<file path="src/rtl/dac_link_pkg.sv">
// Notes on behaviour
// - sample word: 12 bits, unsigned binary, msb highest
// - all ones steers full scale to true
// - master-slave latch, code changes only at edge
// - output updates after each rising update edge
// - update clock never above 125 MSPS
// - any duty cycle meeting minimum pulse width
// - source changes data on falling edge
// - keep data transitions away from rising edge
// - power-down input pulled low when left floating
// - power-down high turns output current off
// - down within 50 ns, wake after 5 us
// - codes 0..4095, complement is 4095 minus code
package dac_link_pkg;

  // sample word format
  localparam int              SAMPLE_W = 12;
  localparam logic [11:0]     CODE_MAX = 12'h0fff;
  localparam logic [11:0]     CODE_ZERO = 12'h0000;

  // system clock
  localparam int              SYS_PERIOD_NS = 10;

  // update rate ceiling and the cycles it allows
  localparam int              MAX_RATE_MSPS = 125;
  localparam int              MIN_UPDATE_PERIOD_NS = 1000 / MAX_RATE_MSPS;
  localparam int              MIN_UPDATE_CYCLES =
    (MIN_UPDATE_PERIOD_NS + SYS_PERIOD_NS - 1) / SYS_PERIOD_NS;

  // source clock phases, each at least one cycle wide
  localparam int              HALF_CNT_W = 4;
  localparam logic [3:0]      UPDATE_HALF_CYCLES = 4'h2;
  localparam logic [3:0]      HALF_CNT_ONE = 4'h1;
  localparam logic [3:0]      HALF_CNT_ZERO = 4'h0;

  // power-down timing
  localparam int              PD_TIME_NS = 50;
  localparam int              PD_CYCLES_INT = (PD_TIME_NS / SYS_PERIOD_NS < 1) ? 1 :
                                              PD_TIME_NS / SYS_PERIOD_NS;
  localparam int              WAKE_TIME_US = 5;
  localparam int              WAKE_CYCLES_INT = (WAKE_TIME_US * 1000) / SYS_PERIOD_NS;
  localparam int              WAKE_CNT_W = 10;
  localparam logic [9:0]      PD_CYCLES = PD_CYCLES_INT[9:0];
  localparam logic [9:0]      WAKE_CYCLES = WAKE_CYCLES_INT[9:0];
  localparam logic [9:0]      WAKE_CNT_ZERO = 10'h000;
  localparam logic [9:0]      WAKE_CNT_ONE = 10'h001;

  // sample buffer in the source
  localparam int              FIFO_DEPTH = 4;

  // sample counter width on the device side
  localparam int              SAMPLE_CNT_W = 16;
  localparam logic [15:0]     SAMPLE_CNT_ONE = 16'h0001;
  localparam logic [15:0]     SAMPLE_CNT_ZERO = 16'h0000;

  typedef enum logic [1:0] {
    PWR_ACTIVE,
    PWR_STOPPING,
    PWR_DOWN,
    PWR_WAKING
  } power_state_t;

endpackage

</file>
<file path="src/rtl/dac_link_if.sv">
`timescale 1ns/1ps
`default_nettype none
interface dac_link_if
  import dac_link_pkg::*;
();
  logic                update_clk;
  logic [SAMPLE_W-1:0] sample_word;
  logic                pd_out;
  logic                pd_oe;
  logic                pd_pin;

  // the pull-down wins whenever nobody drives the power-down wire
  assign pd_pin = pd_oe ? pd_out : 1'b0;

  modport source
  (
    output update_clk,
    output sample_word,
    output pd_out,
    output pd_oe
  );

  modport device
  (
    input  update_clk,
    input  sample_word,
    input  pd_pin
  );
endinterface
`default_nettype wire

</file>
<file path="src/rtl/sample_fifo.sv">
`timescale 1ns/1ps
`default_nettype none
module sample_fifo
#(
  parameter int WIDTH = 12,
  parameter int DEPTH = 4
)
(
  input  wire logic             sys_clk,
  input  wire logic             nrst,
  input  wire logic [WIDTH-1:0] in_data,
  input  wire logic             in_valid,
  output logic                  in_ready,
  output logic [WIDTH-1:0]      out_data,
  output logic                  out_valid,
  input  wire logic             out_ready
);
  localparam int PTR_W = $clog2(DEPTH);
  localparam int CNT_W = PTR_W + 1;
  localparam logic [CNT_W-1:0] FULL_CNT = DEPTH[CNT_W-1:0];
  localparam logic [PTR_W-1:0] LAST_PTR = PTR_W'(DEPTH - 1);

  logic [WIDTH-1:0] mem [DEPTH];
  logic [PTR_W-1:0] wr_ptr_reg;
  logic [PTR_W-1:0] wr_ptr_next;
  logic [PTR_W-1:0] rd_ptr_reg;
  logic [PTR_W-1:0] rd_ptr_next;
  logic [CNT_W-1:0] count_reg;
  logic [CNT_W-1:0] count_next;
  logic             push;
  logic             pop;

  // honest full and empty straight from the occupancy count
  assign in_ready  = (count_reg != FULL_CNT);
  assign out_valid = (count_reg != '0);
  assign out_data  = mem[rd_ptr_reg];
  assign push      = in_valid && in_ready;
  assign pop       = out_valid && out_ready;

  // pointer and count update, wrapping at any depth
  always_comb
  begin
    wr_ptr_next = wr_ptr_reg;
    rd_ptr_next = rd_ptr_reg;
    count_next  = count_reg;
    if (push)
    begin
      wr_ptr_next = (wr_ptr_reg == LAST_PTR) ? '0 : wr_ptr_reg + 1'b1;
    end
    if (pop)
    begin
      rd_ptr_next = (rd_ptr_reg == LAST_PTR) ? '0 : rd_ptr_reg + 1'b1;
    end
    if (push && !pop)
    begin
      count_next = count_reg + 1'b1;
    end
    else if (pop && !push)
    begin
      count_next = count_reg - 1'b1;
    end
  end

  always_ff @(posedge sys_clk)
  begin
    if (!nrst)
    begin
      wr_ptr_reg <= '0;
      rd_ptr_reg <= '0;
      count_reg  <= '0;
    end
    else
    begin
      wr_ptr_reg <= wr_ptr_next;
      rd_ptr_reg <= rd_ptr_next;
      count_reg  <= count_next;
    end
  end

  // storage needs no reset, the count guards it
  always_ff @(posedge sys_clk)
  begin
    if (push)
    begin
      mem[wr_ptr_reg] <= in_data;
    end
  end
endmodule
`default_nettype wire

</file>
<file path="src/rtl/sample_source.sv">
`timescale 1ns/1ps
`default_nettype none
module sample_source
  import dac_link_pkg::*;
(
  input  wire logic                sys_clk,
  input  wire logic                nrst,
  dac_link_if.source               link,
  input  wire logic [SAMPLE_W-1:0] sample_data,
  input  wire logic                sample_valid,
  output logic                     sample_ready,
  input  wire logic                pd_request,
  output logic                     link_ready
);
  logic [SAMPLE_W-1:0]   fifo_data;
  logic                  fifo_valid;
  logic                  fifo_pop;
  logic                  clk_reg;
  logic                  clk_next;
  logic [HALF_CNT_W-1:0] half_reg;
  logic [HALF_CNT_W-1:0] half_next;
  logic [SAMPLE_W-1:0]   word_reg;
  logic [SAMPLE_W-1:0]   word_next;
  logic                  pd_out_reg;
  logic                  pd_oe_reg;
  logic [WAKE_CNT_W-1:0] wake_reg;
  logic [WAKE_CNT_W-1:0] wake_next;
  logic                  ready_reg;
  logic                  ready_next;
  logic                  fall_tick;

  // ready on the filling side is the buffer's own, so producers stall
  sample_fifo
  #(
    .WIDTH (SAMPLE_W),
    .DEPTH (FIFO_DEPTH)
  )
  u_fifo
  (
    .sys_clk   (sys_clk),
    .nrst      (nrst),
    .in_data   (sample_data),
    .in_valid  (sample_valid),
    .in_ready  (sample_ready),
    .out_data  (fifo_data),
    .out_valid (fifo_valid),
    .out_ready (fifo_pop)
  );

  // falling edge of the update clock is the only launch point
  assign fall_tick = clk_reg && (half_reg == HALF_CNT_ONE);
  assign fifo_pop  = fall_tick && ready_reg && fifo_valid;

  // divider: equal high and low phases, period well above the ceiling
  always_comb
  begin
    clk_next  = clk_reg;
    half_next = half_reg - HALF_CNT_ONE;
    if (half_reg == HALF_CNT_ONE)
    begin
      clk_next  = !clk_reg;                    // 50% duty
      half_next = UPDATE_HALF_CYCLES;
    end
    word_next = word_reg;
    if (fifo_pop)
    begin
      word_next = fifo_data;
    end
  end

  // wait out the wake time after releasing power-down
  always_comb
  begin
    wake_next  = wake_reg;
    ready_next = ready_reg;
    if (pd_request)
    begin
      wake_next  = WAKE_CNT_ZERO;
      ready_next = 1'b0;
    end
    else if (!ready_reg)
    begin
      wake_next = wake_reg + WAKE_CNT_ONE;
      if (wake_reg == WAKE_CYCLES - WAKE_CNT_ONE)
      begin
        ready_next = 1'b1;
      end
    end
  end

  always_ff @(posedge sys_clk)
  begin
    if (!nrst)
    begin
      clk_reg    <= 1'b0;
      half_reg   <= UPDATE_HALF_CYCLES;
      word_reg   <= CODE_ZERO;
      pd_out_reg <= 1'b0;
      pd_oe_reg  <= 1'b0;
      wake_reg   <= WAKE_CNT_ZERO;
      ready_reg  <= 1'b1;
    end
    else
    begin
      clk_reg    <= clk_next;
      half_reg   <= half_next;
      word_reg   <= word_next;
      pd_out_reg <= pd_request;
      pd_oe_reg  <= pd_request;                // float when idle
      wake_reg   <= wake_next;
      ready_reg  <= ready_next;
    end
  end

  assign link.update_clk  = clk_reg;
  assign link.sample_word = word_reg;
  assign link.pd_out      = pd_out_reg;
  assign link.pd_oe       = pd_oe_reg;
  assign link_ready       = ready_reg;
endmodule
`default_nettype wire

</file>
<file path="src/flat_wrapper.sv">
// flat-port wrapper written by rule: the top's interface ports become plain ports
module sample_source_flat import dac_link_pkg::*;
  (sys_clk, nrst, sample_data, sample_valid, sample_ready, pd_request, link_ready, link_update_clk, link_sample_word, link_pd_out, link_pd_oe);
  dac_link_if link_i ();
  input  wire logic sys_clk;
  input  wire logic nrst;
  input  wire logic [SAMPLE_W-1:0] sample_data;
  input  wire logic sample_valid;
  output logic sample_ready;
  input  wire logic pd_request;
  output logic link_ready;
  output wire logic [$bits(link_i.update_clk)-1:0] link_update_clk;
  output wire logic [$bits(link_i.sample_word)-1:0] link_sample_word;
  output wire logic [$bits(link_i.pd_out)-1:0] link_pd_out;
  output wire logic [$bits(link_i.pd_oe)-1:0] link_pd_oe;
  assign link_update_clk = link_i.update_clk;
  assign link_sample_word = link_i.sample_word;
  assign link_pd_out = link_i.pd_out;
  assign link_pd_oe = link_i.pd_oe;
  sample_source u_core (.sys_clk(sys_clk), .nrst(nrst), .link(link_i), .sample_data(sample_data), .sample_valid(sample_valid), .sample_ready(sample_ready), .pd_request(pd_request), .link_ready(link_ready));
endmodule
</file>
<file path="config.mk">
export PLATFORM = sky130hd
export DESIGN_NAME = sample_source_flat
export DESIGN_NICKNAME = d
export VERILOG_FILES = /design/src/rtl/dac_link_pkg.sv /design/src/rtl/dac_link_if.sv /design/src/rtl/sample_fifo.sv /design/src/rtl/sample_source.sv /design/src/flat_wrapper.sv
export SDC_FILE = /design/constraint.sdc
export NUM_CORES = 1
export LEC_CHECK = 0
export ABC_CLOCK_PERIOD_IN_PS = 4500
export BUFFER_PORTS_ARGS = -buffer_cell sky130_fd_sc_hd__buf_2
export CORE_MARGIN = 3
export CORE_UTILIZATION = 40
export CTS_CLUSTER_SIZE = 8
export DETAILED_ROUTE_END_ITERATION = 8
export HOLD_SLACK_MARGIN = 0.05
export SYNTH_ARGS = -nofsm -noshare
export SYNTH_HDL_FRONTEND = slang
export SYNTH_SLANG_ARGS = --single-unit
</file>
<file path="constraint.sdc">
create_clock -name sys_clk -period 4.5 [get_ports sys_clk]
set_input_delay 0.9 -clock sys_clk [delete_from_list [all_inputs] [get_ports sys_clk]]
set_output_delay 0.9 -clock sys_clk [all_outputs]
set_load 0.005 [all_outputs]
</file>
==> impl_metrics.yaml <==
status:
  status: "completed"
detailed_routing:
  drc_errors: 0
  ant_nets: 0
  dr_total_vias: 2095
  drt_iter0_drc: 154
  routed_wl_um: 6456
  drt_pass1_iterations: 4
  via_per_inst: 5.331
  wl_per_cell_um: 16.43
power_and_ir_drop:
  intPower_mw: 1.250
  power-per-cell-area_nw_per_um2: 427.5
  p_seq_share_pct: 53.2
  p_switching_mw: 0.4215
  leakage_nw: 1.488
  vdd_drop_max_uv: 296.4
  switching_share_pct: 25.22
  combPwrFrac_pct: 10.1
  total_power_mw: 1.671
  pwr-share-clk_pct: 36.7
floorplan:
  initial_core_util_pct: 41.67
  die_h_um: 98.98
  core_area_um2: 8299
  io_pins: 33
  rows: 33
  dieArea_um2: 9797
  die_x_um: 98.98
cts:
  cts_resized: 0
  cts_buffers: 9
  root_buffer: "clkbuf_8"
  post-cts-setup-buffers: 0
  cts-htree-levels: 3
  clk_pin_slew_worst_paths_ns: 0.09
  clkLatencyLatePin_ns: 0.36
  cts_tree: "yes"
  clockBufferDepth: 2
  cts.sinks: 84
  ctsHoldBuffers: 0
finish:
  nNetsFinal: 309
  drive_above_1_share_pct: 22.22
  final_core_util_pct: 47.11
  layout_commonest_cell: "edfxtp_1"
  fillCellCount: 725
  antenna_cells: 0
  largest_reg_flops: 48
  area_growth_pct: 13.06
  final_cell_mix: "48 x edfxtp_1, 36 x dfxtp_1, 32 x buf_2, 18 x nand2_1"
yosys:
  synth-simple-area-share_pct: 12.52
  synth_xor_area_share_pct: 1.520
  synth_compound_area_share_pct: 6.729
  ys.flop_type: "edfxtp_1"
  synth_cell_types: 36
  synth_top_family_by_area: "simple AND/OR/NAND/NOR gates"
  synth.net_count: 281
  synth_mux_area_share_pct: 9.262
  ys_seq_area_share_pct: 62.52
  synth_adder_area_share_pct: 3.835
  async_flop_share_pct: 0
  synth_area_um2: 3458
  synth_edf_count: 48
  syn_inst: 255
  postSynthAreaPerCell_um2: 13.56
  ys_ff_latch: 84
  synth_warnings: 0
global_route:
  grt_pass1_wl_um: 10460
  grt_pass1_vias: 2083
  grt_max_degree: 22
  grt_overflow_total: 0
  grt_util_all_layers_pct: 13.89
  antenna_found_initial: 0
placement:
  routabilityCongestion: 0.7386
  dp_hpwl_um: 4214
  portBuffers: 32
worst_setup_path:
  cp-start-kind: "flip-flop"
  worstSetupPathType: "flip-flop to flip-flop"
  cp_num_buf_inv: 1
  path_cells: "ha_1 -> or3b_4 -> or3_1 -> ha_1 -> inv_1 -> fa_1 -> xor2_1 -> or3_1 -> a21oi_1"
  crit_fanout: 14
  critPathCaptureType: "flip-flop"
  critPathRequiredTime_ns: 4.78
  arrival_ns: 2.81
  cp_slowest_cell: "or3b_4"
  slowest_delay_ns: 0.47
  critical-path-top-delay-family: "simple AND/OR/NAND/NOR gates"
sta:
  clock_skew_ns: 0.009236
  tightest_slew_ns: 0.9225
  hold_violations: 0
  finalCritPeriodShare_pct: 56.16
  drv_slew: 0
  fin_setup_tns_ns: 0
  rsz0062_at_grt: "no"
  setup_viol: 0
  maxSlewHeadroom_pct: 38.42
  period_needed_ns: 2.527
  max_freq_ghz: 0.3957
flow_run:
  cap_violations: 0
hold_path:
  holdCritPathClass: "flip-flop to flip-flop"
[kinds of logic (layout without fill, tap and decap cells)]
family / count (synthesis) / after routing
AO/OA/AOI/OAI: 33 / 33
flip-flops: 84 / 84
AND/OR/NAND/NOR: 77 / 77
XOR/XNOR: 6 / 6
buffers and inverters: 28 / 61
adder cells (fa/ha/maj): 10 / 10
multiplexers: 17 / 17
[tightest hold or removal path, cell delays in order, from the launching register on]
cell      delay [ns]
dfxtp_1         0.31
o311ai_0        0.08
nand2_1         0.05
[metal layers]
layer  track usage (%)  routed length [um]  part of all wire, %  vias up
li1                  -                   -                    -     1027
met3             3.963                 262                  4.1        9
met4             5.147                  76                  1.2        0
met1             18.11                3037                   47     1017
met5                 0                   0                    0        -
met2             22.11                3080                   48       42
[cell usage after synthesis, types with 4 or more instances]
| master | number | area share, % |
|---|---|---|
| a21oi_1 | 9 | 1.3 |
| and3_1 | 4 | 0.72 |
| buf_2 | 4 | 0.58 |
| clkbuf_1 | 10 | 1.1 |
| dfxtp_1 | 36 | 21 |
| edfxtp_1 | 48 | 42 |
| ha_1 | 9 | 3.3 |
| inv_1 | 11 | 1.2 |
| mux2i_1 | 5 | 1.4 |
| mux4_2 | 12 | 7.8 |
| nand2_1 | 18 | 2.0 |
| nand3_1 | 4 | 0.58 |
| nand4_1 | 13 | 2.4 |
| nor2_1 | 11 | 1.2 |
| nor3_1 | 4 | 0.58 |
| o21ai_0 | 4 | 0.58 |
| o311ai_0 | 13 | 3.3 |
| o31ai_1 | 4 | 0.87 |
| or3_1 | 5 | 0.90 |
| or4_1 | 5 | 1.1 |
| xor2_1 | 4 | 1.0 |
[final timing paths]
kind,start,end,slack [ns],cells past startpoint
worst min-delay path,u_core.link.sample_word[6],u_core.link.sample_word[6],0.49,2
worst max register to register,u_core.half_reg[0],u_core.u_fifo.count_reg[2],1.97,9
worst min register to register,u_core.link.sample_word[6],u_core.link.sample_word[6],0.49,2
worst max-delay path,u_core.half_reg[0],u_core.u_fifo.count_reg[2],1.97,9
[stage by stage]
step | std cells | area, um^2 | setup WS (ns) | hold WS [ns]
6_report | 393 | 3910 | 1.973 | 0.4879
5_1_grt | 393 | 3910 | 1.803 | 0.5229
4_1_cts | 393 | 3910 | 1.967 | 0.4909
2_1_floorplan | 255 | 3458 | 2.174 | 0.4465
3_5_place_dp | 377 | 3681 | 1.990 | 0.4754
3_3_place_gp | 377 | 3681 | 2.054 | 0.4675
[power groups by stage]
stage          sequential [mW]  clock (mW)  combinational, mW
2_1_floorplan            0.898           0              0.122
3_3_place_gp             0.905           0              0.165
3_5_place_dp             0.907           0              0.171
4_1_cts                  0.890       0.631              0.172
5_1_grt                  0.895       0.654              0.192
6_report                 0.889       0.613              0.169
[layout make-up]
type                            count  area (um^2)  area share, %
Sequential cell                    84         2162          55.30
Tap cell                          105        131.4          3.360
Clock inverter                      7        105.1          2.688
Inverter                           11        41.29          1.056
Multi-Input combinational cell    143         1171          29.95
Clock buffer                        9        123.9          3.168
Timing Repair Buffer               34        175.2          4.480
No activity file was read; power rests on OpenSTA's default activity.
